File: config.mk
export PLATFORM = sky130hd
export DESIGN_NAME = ihd_host
export DESIGN_NICKNAME = d
export VERILOG_FILES = /design/src/ihd_pkg.sv /design/src/ihd_host.sv /design/src/ihd_fifo.sv
export SDC_FILE = /design/constraint.sdc
export NUM_CORES = 1
export LEC_CHECK = 0
export ABC_AREA = 1
export BUFFER_PORTS_ARGS = -buffer_cell sky130_fd_sc_hd__buf_2
export CAP_MARGIN = 30
export CORE_ASPECT_RATIO = 1.5
export CORE_UTILIZATION = 30
export DETAILED_ROUTE_END_ITERATION = 10
export SETUP_SLACK_MARGIN = 0.02
export SYNTH_ARGS = -nofsm -noshare
export SYNTH_HDL_FRONTEND = slang
export SYNTH_SLANG_ARGS = --single-unit
export TNS_END_PERCENT = 100
File: constraint.sdc
create_clock -name core_clk -period 3.1 [get_ports core_clk]
set_clock_uncertainty 0.05 [all_clocks]
set_input_delay 0.93 -clock core_clk [delete_from_list [all_inputs] [get_ports core_clk]]
set_output_delay 0.93 -clock core_clk [all_outputs]
set_load 0.01 [all_outputs]
File: src/ihd_pkg.sv
// package for the half-duplex host controller of the isolated reversible channels
package ihd_pkg;
  localparam int CLK_PERIOD_PS = 5000;
  localparam int STARTUP_US = 300;
  localparam int STARTUP_CYCLES = (STARTUP_US * 1000000) / CLK_PERIOD_PS;
  localparam int DEGLITCH_NS = 30;
  localparam int DEGLITCH_CYCLES = (DEGLITCH_NS * 1000 + CLK_PERIOD_PS - 1) / CLK_PERIOD_PS;
  localparam int PROP_NS = 36;
  localparam int PROP_CYCLES = (PROP_NS * 1000 + CLK_PERIOD_PS - 1) / CLK_PERIOD_PS;
  localparam int LANES = 4;
  localparam int BUS_W = 8;
  localparam int FIFO_DEPTH = 16;
  localparam logic [7:0] RESET_BYTE = 8'h00;

  typedef enum logic [2:0] {
    IHD_BOOT = 3'b000,
    IHD_IDLE = 3'b001,
    IHD_REQ = 3'b011,
    IHD_XFER = 3'b010,
    IHD_HOLD = 3'b110,
    IHD_RECV = 3'b111
  } ihd_state_t;

  typedef struct packed {
    logic [7:0] data;
    logic last;
  } ihd_word_t;

  typedef struct packed {
    logic [3:0] out_a;
    logic [3:0] oe_a_n;
    logic dir;
    logic en_a;
    logic en_b;
  } ihd_pins_t;
endpackage : ihd_pkg

File: src/ihd_host.sv
// main-side host controller driving an isolated half-duplex channel pair
// Function
// - only the main controller changes channel direction; secondaries never do.
// - requester sends bus request over direction channel, waits for acknowledge.
// - outputs enabled and transfer starts only when the two requests differ.
// - mains share one 8-bit bus, send command, address and data packets.
// - secondaries watch both requests, decode packets, reply only when addressed.
`timescale 1ns/1ps
module ihd_host
  import ihd_pkg::*;
#(
  parameter int STARTUP_WAIT = ihd_pkg::STARTUP_CYCLES,
  parameter int SETTLE_WAIT = ihd_pkg::PROP_CYCLES,
  parameter bit INVERTING = 1'b0
) (
  input wire logic core_clk,
  input wire logic arst_n,
  input wire logic tx_valid,
  output logic tx_ready,
  input wire ihd_pkg::ihd_word_t tx_word,
  output ihd_pkg::ihd_word_t rx_word,
  output logic rx_valid,
  output logic busy,
  output logic link_ready,
  output logic bus_req_local,
  input wire logic bus_req_remote,
  output ihd_pkg::ihd_pins_t pins,
  input wire logic [3:0] chan_a_in
);
  import ihd_pkg::*;

  function automatic logic [3:0] pol(input logic [3:0] v);
    pol = INVERTING ? ~v : v;
  endfunction : pol

  ihd_state_t state_q;
  ihd_state_t state_d;
  logic [31:0] cnt_q;
  logic [31:0] cnt_d;
  logic req_q;
  logic nib_q;
  logic [3:0] rx_lo_q;
  logic rx_nib_q;
  ihd_word_t rx_q;
  logic rx_v_q;
  ihd_pins_t pins_q;
  logic fifo_valid;
  logic fifo_take;
  ihd_word_t fifo_word;

  // channel calm detector: a nibble is only taken once every lane has been
  // steady for the deglitch time before the sample edge, so short noise pulses reach rx data only when one lands on that edge
  logic [3:0] chan_prev_q;
  logic [7:0] calm_q;
  logic [7:0] calm_d;
  wire chan_same = (chan_a_in == chan_prev_q);
  wire calm = (calm_q >= 8'(DEGLITCH_CYCLES));
  assign calm_d = !chan_same ? 8'h00 : (calm_q == 8'hff) ? calm_q : calm_q + 8'h01;

  always_ff @(posedge core_clk or negedge arst_n) begin
    if (!arst_n) begin
      chan_prev_q <= 4'h0;
      calm_q <= 8'h00;
    end else begin
      chan_prev_q <= chan_a_in;
      calm_q <= calm_d;
    end
  end

  // outgoing words queue here while the far host holds the channel;
  // a full queue pushes back on the producer instead of dropping words
  ihd_fifo #(
    .WIDTH($bits(ihd_word_t)),
    .DEPTH(FIFO_DEPTH)
  ) u_fifo (
    .core_clk(core_clk),
    .arst_n(arst_n),
    .in_valid(tx_valid),
    .in_ready(tx_ready),
    .in_data(tx_word),
    .out_valid(fifo_valid),
    .out_ready(fifo_take),
    .out_data(fifo_word)
  );

  // agreement: our request and the far request differ
  wire agree = req_q ^ bus_req_remote;
  wire cnt_done = (cnt_q == 32'h0);
  wire remote_wants = bus_req_remote && !req_q;
  // a word leaves as two nibbles, low first; the fifo pops after the high one
  assign fifo_take = (state_q == IHD_XFER) && nib_q && cnt_done;
  wire [3:0] nib_out = nib_q ? fifo_word.data[7:4] : fifo_word.data[3:0];

  always_comb begin
    state_d = state_q;
    cnt_d = cnt_done ? cnt_q : cnt_q - 32'h1;
    case (state_q)
      IHD_BOOT: begin
        if (cnt_done) begin
          state_d = IHD_IDLE;
        end
      end
      IHD_IDLE: begin
        if (remote_wants) begin
          state_d = IHD_RECV;
          cnt_d = 32'(SETTLE_WAIT);
        end else if (fifo_valid) begin
          state_d = IHD_REQ;
        end
      end
      IHD_REQ: begin
        if (agree) begin
          state_d = IHD_XFER;
          cnt_d = 32'(SETTLE_WAIT);
        end
      end
      IHD_XFER: begin
        // each nibble waits the channel delay so the far side samples settled data
        if (cnt_done) begin
          cnt_d = 32'(SETTLE_WAIT);
          if (nib_q && fifo_word.last) begin
            state_d = IHD_HOLD;
          end
        end
      end
      IHD_HOLD: begin
        state_d = IHD_IDLE;
      end
      IHD_RECV: begin
        // a noisy lane defers the sample until it has been calm long enough
        if (!bus_req_remote) begin
          state_d = IHD_IDLE;
        end else if (cnt_done && calm) begin
          cnt_d = 32'(SETTLE_WAIT);
        end
      end
      default: begin
        state_d = IHD_BOOT;
      end
    endcase
  end

  wire drive_a = (state_q == IHD_XFER);
  wire recv_a = (state_q == IHD_RECV);
  wire sample = recv_a && cnt_done && bus_req_remote && calm;

  // the startup counter is reused afterwards for the per-nibble settle wait
  always_ff @(posedge core_clk or negedge arst_n) begin
    if (!arst_n) begin
      state_q <= IHD_BOOT;
      cnt_q <= 32'(STARTUP_WAIT);
    end else begin
      state_q <= state_d;
      cnt_q <= cnt_d;
    end
  end

  always_ff @(posedge core_clk or negedge arst_n) begin
    if (!arst_n) begin
      req_q <= 1'b0;
      nib_q <= 1'b0;
    end else begin
      // only this main moves the direction line; the far host only raises its request
      req_q <= (state_d == IHD_REQ) || (state_d == IHD_XFER);
      if (state_q != IHD_XFER) begin
        nib_q <= 1'b0;
      end else if (cnt_done) begin
        nib_q <= ~nib_q;
      end
    end
  end

  always_ff @(posedge core_clk or negedge arst_n) begin
    if (!arst_n) begin
      pins_q.out_a <= 4'h0;
      pins_q.oe_a_n <= 4'hf;
      pins_q.dir <= 1'b0;
      pins_q.en_a <= 1'b0;
      pins_q.en_b <= 1'b0;
    end else begin
      pins_q.dir <= req_q;
      pins_q.en_a <= drive_a || recv_a;
      pins_q.en_b <= drive_a || recv_a;
      pins_q.out_a <= drive_a ? pol(nib_out) : 4'h0;
      pins_q.oe_a_n <= drive_a ? 4'h0 : 4'hf;
    end
  end

  // an odd nibble is dropped when the far request falls before its pair arrives
  always_ff @(posedge core_clk or negedge arst_n) begin
    if (!arst_n) begin
      rx_lo_q <= 4'h0;
      rx_nib_q <= 1'b0;
      rx_q <= '0;
      rx_v_q <= 1'b0;
    end else begin
      rx_v_q <= 1'b0;
      if (!recv_a) begin
        rx_nib_q <= 1'b0;
      end else if (sample) begin
        rx_nib_q <= ~rx_nib_q;
        if (!rx_nib_q) begin
          rx_lo_q <= pol(chan_a_in);
        end else begin
          rx_q.data <= {pol(chan_a_in), rx_lo_q};
          rx_q.last <= 1'b0;
          rx_v_q <= 1'b1;
        end
      end
    end
  end

  assign pins = pins_q;
  assign bus_req_local = req_q;
  assign rx_word = rx_q;
  assign rx_valid = rx_v_q;
  assign busy = (state_q != IHD_IDLE);
  assign link_ready = (state_q != IHD_BOOT);
endmodule : ihd_host

File: src/ihd_fifo.sv
// small synchronous fifo for outgoing packet words
`timescale 1ns/1ps
module ihd_fifo #(
  parameter int WIDTH = 9,
  parameter int DEPTH = 16
) (
  input wire logic core_clk,
  input wire logic arst_n,
  input wire logic in_valid,
  output logic in_ready,
  input wire logic [WIDTH-1:0] in_data,
  output logic out_valid,
  input wire logic out_ready,
  output logic [WIDTH-1:0] out_data
);
  localparam int AW = $clog2(DEPTH);
  logic [WIDTH-1:0] mem_q [DEPTH];
  logic [AW:0] wr_q;
  logic [AW:0] rd_q;
  logic [AW:0] wr_d;
  logic [AW:0] rd_d;
  logic [WIDTH-1:0] out_q;
  logic out_v_q;
  wire empty = (wr_q == rd_q);
  // the output register counts as a slot, so at most DEPTH words are held in all
  wire [AW+1:0] held = {1'b0, wr_q - rd_q} + {{(AW+1){1'b0}}, out_v_q};
  wire full = (held >= (AW+2)'(DEPTH));
  wire push = in_valid && !full;
  // output stage is a register; refill it whenever it is empty or being taken
  wire load = !empty && (!out_v_q || out_ready);
  assign in_ready = !full;
  assign out_valid = out_v_q;
  assign out_data = out_q;
  assign wr_d = push ? wr_q + 1'b1 : wr_q;
  assign rd_d = load ? rd_q + 1'b1 : rd_q;
  always_ff @(posedge core_clk) begin
    if (push) begin
      mem_q[wr_q[AW-1:0]] <= in_data;
    end
  end
  always_ff @(posedge core_clk or negedge arst_n) begin
    if (!arst_n) begin
      wr_q <= '0;
      rd_q <= '0;
      out_q <= '0;
      out_v_q <= 1'b0;
    end else begin
      wr_q <= wr_d;
      rd_q <= rd_d;
      if (load) begin
        out_q <= mem_q[rd_q[AW-1:0]];
      end
      if (load) begin
        out_v_q <= 1'b1;
      end else if (out_ready) begin
        out_v_q <= 1'b0;
      end
    end
  end
endmodule : ihd_fifo

==> run summary <==
Max Clock Freq -> 308 MHz
LEAKAGE -> 0.00497 uW
CP max FO -> 2
reg2reg start -> u_fifo.wr_q[0]
RSZ-0062 raised after global routing -> yes
chip height -> 233 um
Final Setup Violations -> 1
largest net degree at the start of global routing -> 91
Bufs and invs on worst path -> 3
Worst path depth -> 9
CP Class -> reg2out
Tmin final -> 3.25 ns
chip width -> 156 um
post-layout util -> 0.353
Port Buf Inserts -> 40
first-pass GRT wire length -> 41400 um
post-synthesis cell type count -> 42
Synth Flop Type -> edfxtp_1
CP most frequent cell -> inv_2
Longest Clk Path Bufs -> 3
max cap viols -> 0
Reg clk slew, reported paths -> 0.06 ns
Worst-Margin Slew -> 0.797 ns
Final Slew Violations -> 0
Synth top cells by count -> nor2_1 (224), nand2_1 (181), edfxtp_1 (144), o21ai_0 (97), dfrtp_1 (82)
Seq/Total Area, Yosys -> 0.620
min-delay worst type -> reg2reg
Slowest-stage cell, CP -> fa_1
WP data required -> 2.12 ns
CP delay by family, top -> adder cells
final worst slack -> -0.152 ns
Worst setup EP type -> output port
synthesized flop and latch total -> 234
Synth Cell Area -> 0.0106 mm^2
failing checks -> negative setup slack
Yosys warning total -> 0
R2R depth -> 11
Max H-tree Level -> 1
leading area contributor after synthesis -> edfxtp_1
die area -> 0.0362 mm^2
router iterations before antenna repair -> 7
vias in the first global route -> 7757
Ports -> 42
status -> complete, but fails checks
Worst setup endpoint -> tx_ready
vias -> 7589
total grt overflow -> 0
setup TNS -> -0.152 ns
Worst Setup SP -> u_fifo.wr_q[0]
Post-synth EDFFs -> 144
top cells by area, synth -> edfxtp_1 (41%), dfrtp_1 (19%), nor2_1 (7.9%)
Final Hold Fails -> 0
GPL Wtd Cong -> 0.936
Max transition margin -> 0.467
Power Dens Cells -> 807 mW/mm^2
row count -> 84
Layout Area Growth over Synthesis -> 16.3%
Starting DRT DRC Count -> 426
ANT nets after route -> 0
Vias per Instance -> 4.67
Starting Density -> 0.304
ANT cells -> 0
Worst VDD drop -> 0.375 mV
maximum single-stage delay on the critical path -> 0.47 ns
DRC -> 0
clock root buffer -> clkbuf_16
setup slack after placement -> 0.235 ns
initial antenna violation count -> 0
share of layout cells above drive strength 1 -> 0.144
TritonCTS clock tree -> done
GR Util All Layers -> 0.149
Worst Hold Slack -> 0.341 ns
Mean Syn Cell Area -> 9.92 um^2
wire length per cell -> 16.1 um
r2r endpoint -> u_fifo.mem_q[12][2]
CP arrival -> 2.27 ns
cells after synthesis -> 1072
clk_lat worst skew -> 0.53 ns
Yosys top cell area share -> 0.407
Post-synth ARST share -> 0.385
top-count cell post-synth -> nor2_1
period utilisation layout -> 1.05
CP Launch Type -> flip-flop
Num CTS Buffers -> 24
core area -> 0.0350 mm^2
Critical Path, Cell by Cell -> inv_2, ha_4, inv_2, fa_1, nand2_1, nor2_1, nand4_1, and2_4, buf_6
final WL -> 26200 um
post-DP HPWL -> 17700 um
Reg2Reg Setup Slack -> 0.64 ns
Sink Count -> 234
syn nets -> 1105
layout net count -> 1167
cells in the final DEF (no fill, tap or decap), types with 3 or more instances in the layout:
cell,n
a21oi_1,21
inv_2,14
o21ai_1,3
nand3_1,42
nor3_1,11
nor2_4,4
xor2_1,25
xnor2_1,6
nand4_1,12
a211oi_1,3
inv_1,69
buf_4,36
clkbuf_16,26
dfrtp_1,81
dfstp_2,8
nand2_1,181
edfxtp_1,144
o211ai_1,18
nand2_2,6
clkbuf_1,6
ha_1,13
o22ai_1,18
buf_2,38
o21ai_0,97
nor2_1,224
o21ai_2,4
clkbuf_8,5
layout make-up:
cell class | count | area, um^2
fillers | 3485 | 22600
flip-flops and latches | 234 | 6590
multi-input cells | 711 | 3530
clock buffers | 38 | 749
well taps | 473 | 592
repair buffers | 77 | 512
inverters | 86 | 328
clock inverters | 6 | 67.6
sequential cells by signal, summed over array words and instances, names as in the netlist, 3 cells and up:
register / flops
u_fifo.mem_q: 144
calm_q: 8
u_fifo.out_data: 9
state_q: 3
u_fifo.rd_q: 5
u_fifo.wr_q: 5
chan_prev_q: 4
rx_lo_q: 4
cnt_q: 32
rx_word: 8
pins: 7
how the worst min path moves through the flow:
stage | from | slack (ns) | depth (start not counted) | endpoint
3_5_place_dp | bus_req_local | 0.33 | 0 | pins[2]
6_report | bus_req_local | 0.34 | 0 | pins[2]
5_1_grt | bus_req_local | 0.36 | 0 | pins[2]
3_3_place_gp | bus_req_local | 0.33 | 0 | pins[2]
2_1_floorplan | bus_req_local | 0.38 | 0 | pins[2]
4_1_cts | bus_req_local | 0.35 | 0 | pins[2]
layer usage:
metal / wire (um) / up-vias / track usage
li1: - / 3705 / -
met1: 9980 / 3670 / 0.161
met2: 14300 / 155 / 0.286
met3: 1010 / 59 / 0.0212
met4: 903 / 0 / 0.0622
met5: 0 / - / 0
through the flow:
stage | power, uW | area, um^2 | cells
after global placement | 6860 | 11400 | 1571
after detailed placement | 6910 | 11400 | 1571
after CTS | 10000 | 12400 | 1624
after floorplan | 6010 | 10600 | 1072
after global routing | 10500 | 12400 | 1625
final | 9970 | 12400 | 1625
cells by family (layout without fill, tap and decap cells):
| kind of cell | after synthesis | count (layout) | share of synthesized area |
|---|---|---|---|
| other | 1 | 1 | 0.000353 |
| AND/OR/NAND/NOR | 493 | 493 | 0.194 |
| XOR/XNOR | 31 | 31 | 0.0255 |
| buffers and inverters | 127 | 207 | 0.0513 |
| adder cells (fa/ha/maj) | 16 | 16 | 0.0195 |
| flip-flops | 234 | 234 | 0.620 |
| AO/OA/AOI/OAI | 170 | 170 | 0.0900 |
what timing repair did:
item                       in CTS  in global routing
hold buffers                    0                  0
resized for setup               8                  0
gates cloned                    0                  0
pin swaps                       2                  2
buffers inserted                9                  1
setup endpoints to repair       1                  1
power breakdown:
part           switching [uW]  leakage [uW]  internal [uW]
sequential                252       0.00244           3790
clock                    1200      0.000395           1750
combinational            1940       0.00213           1040
total                    3400       0.00497           6580
(Power assumes the default switching activity.)
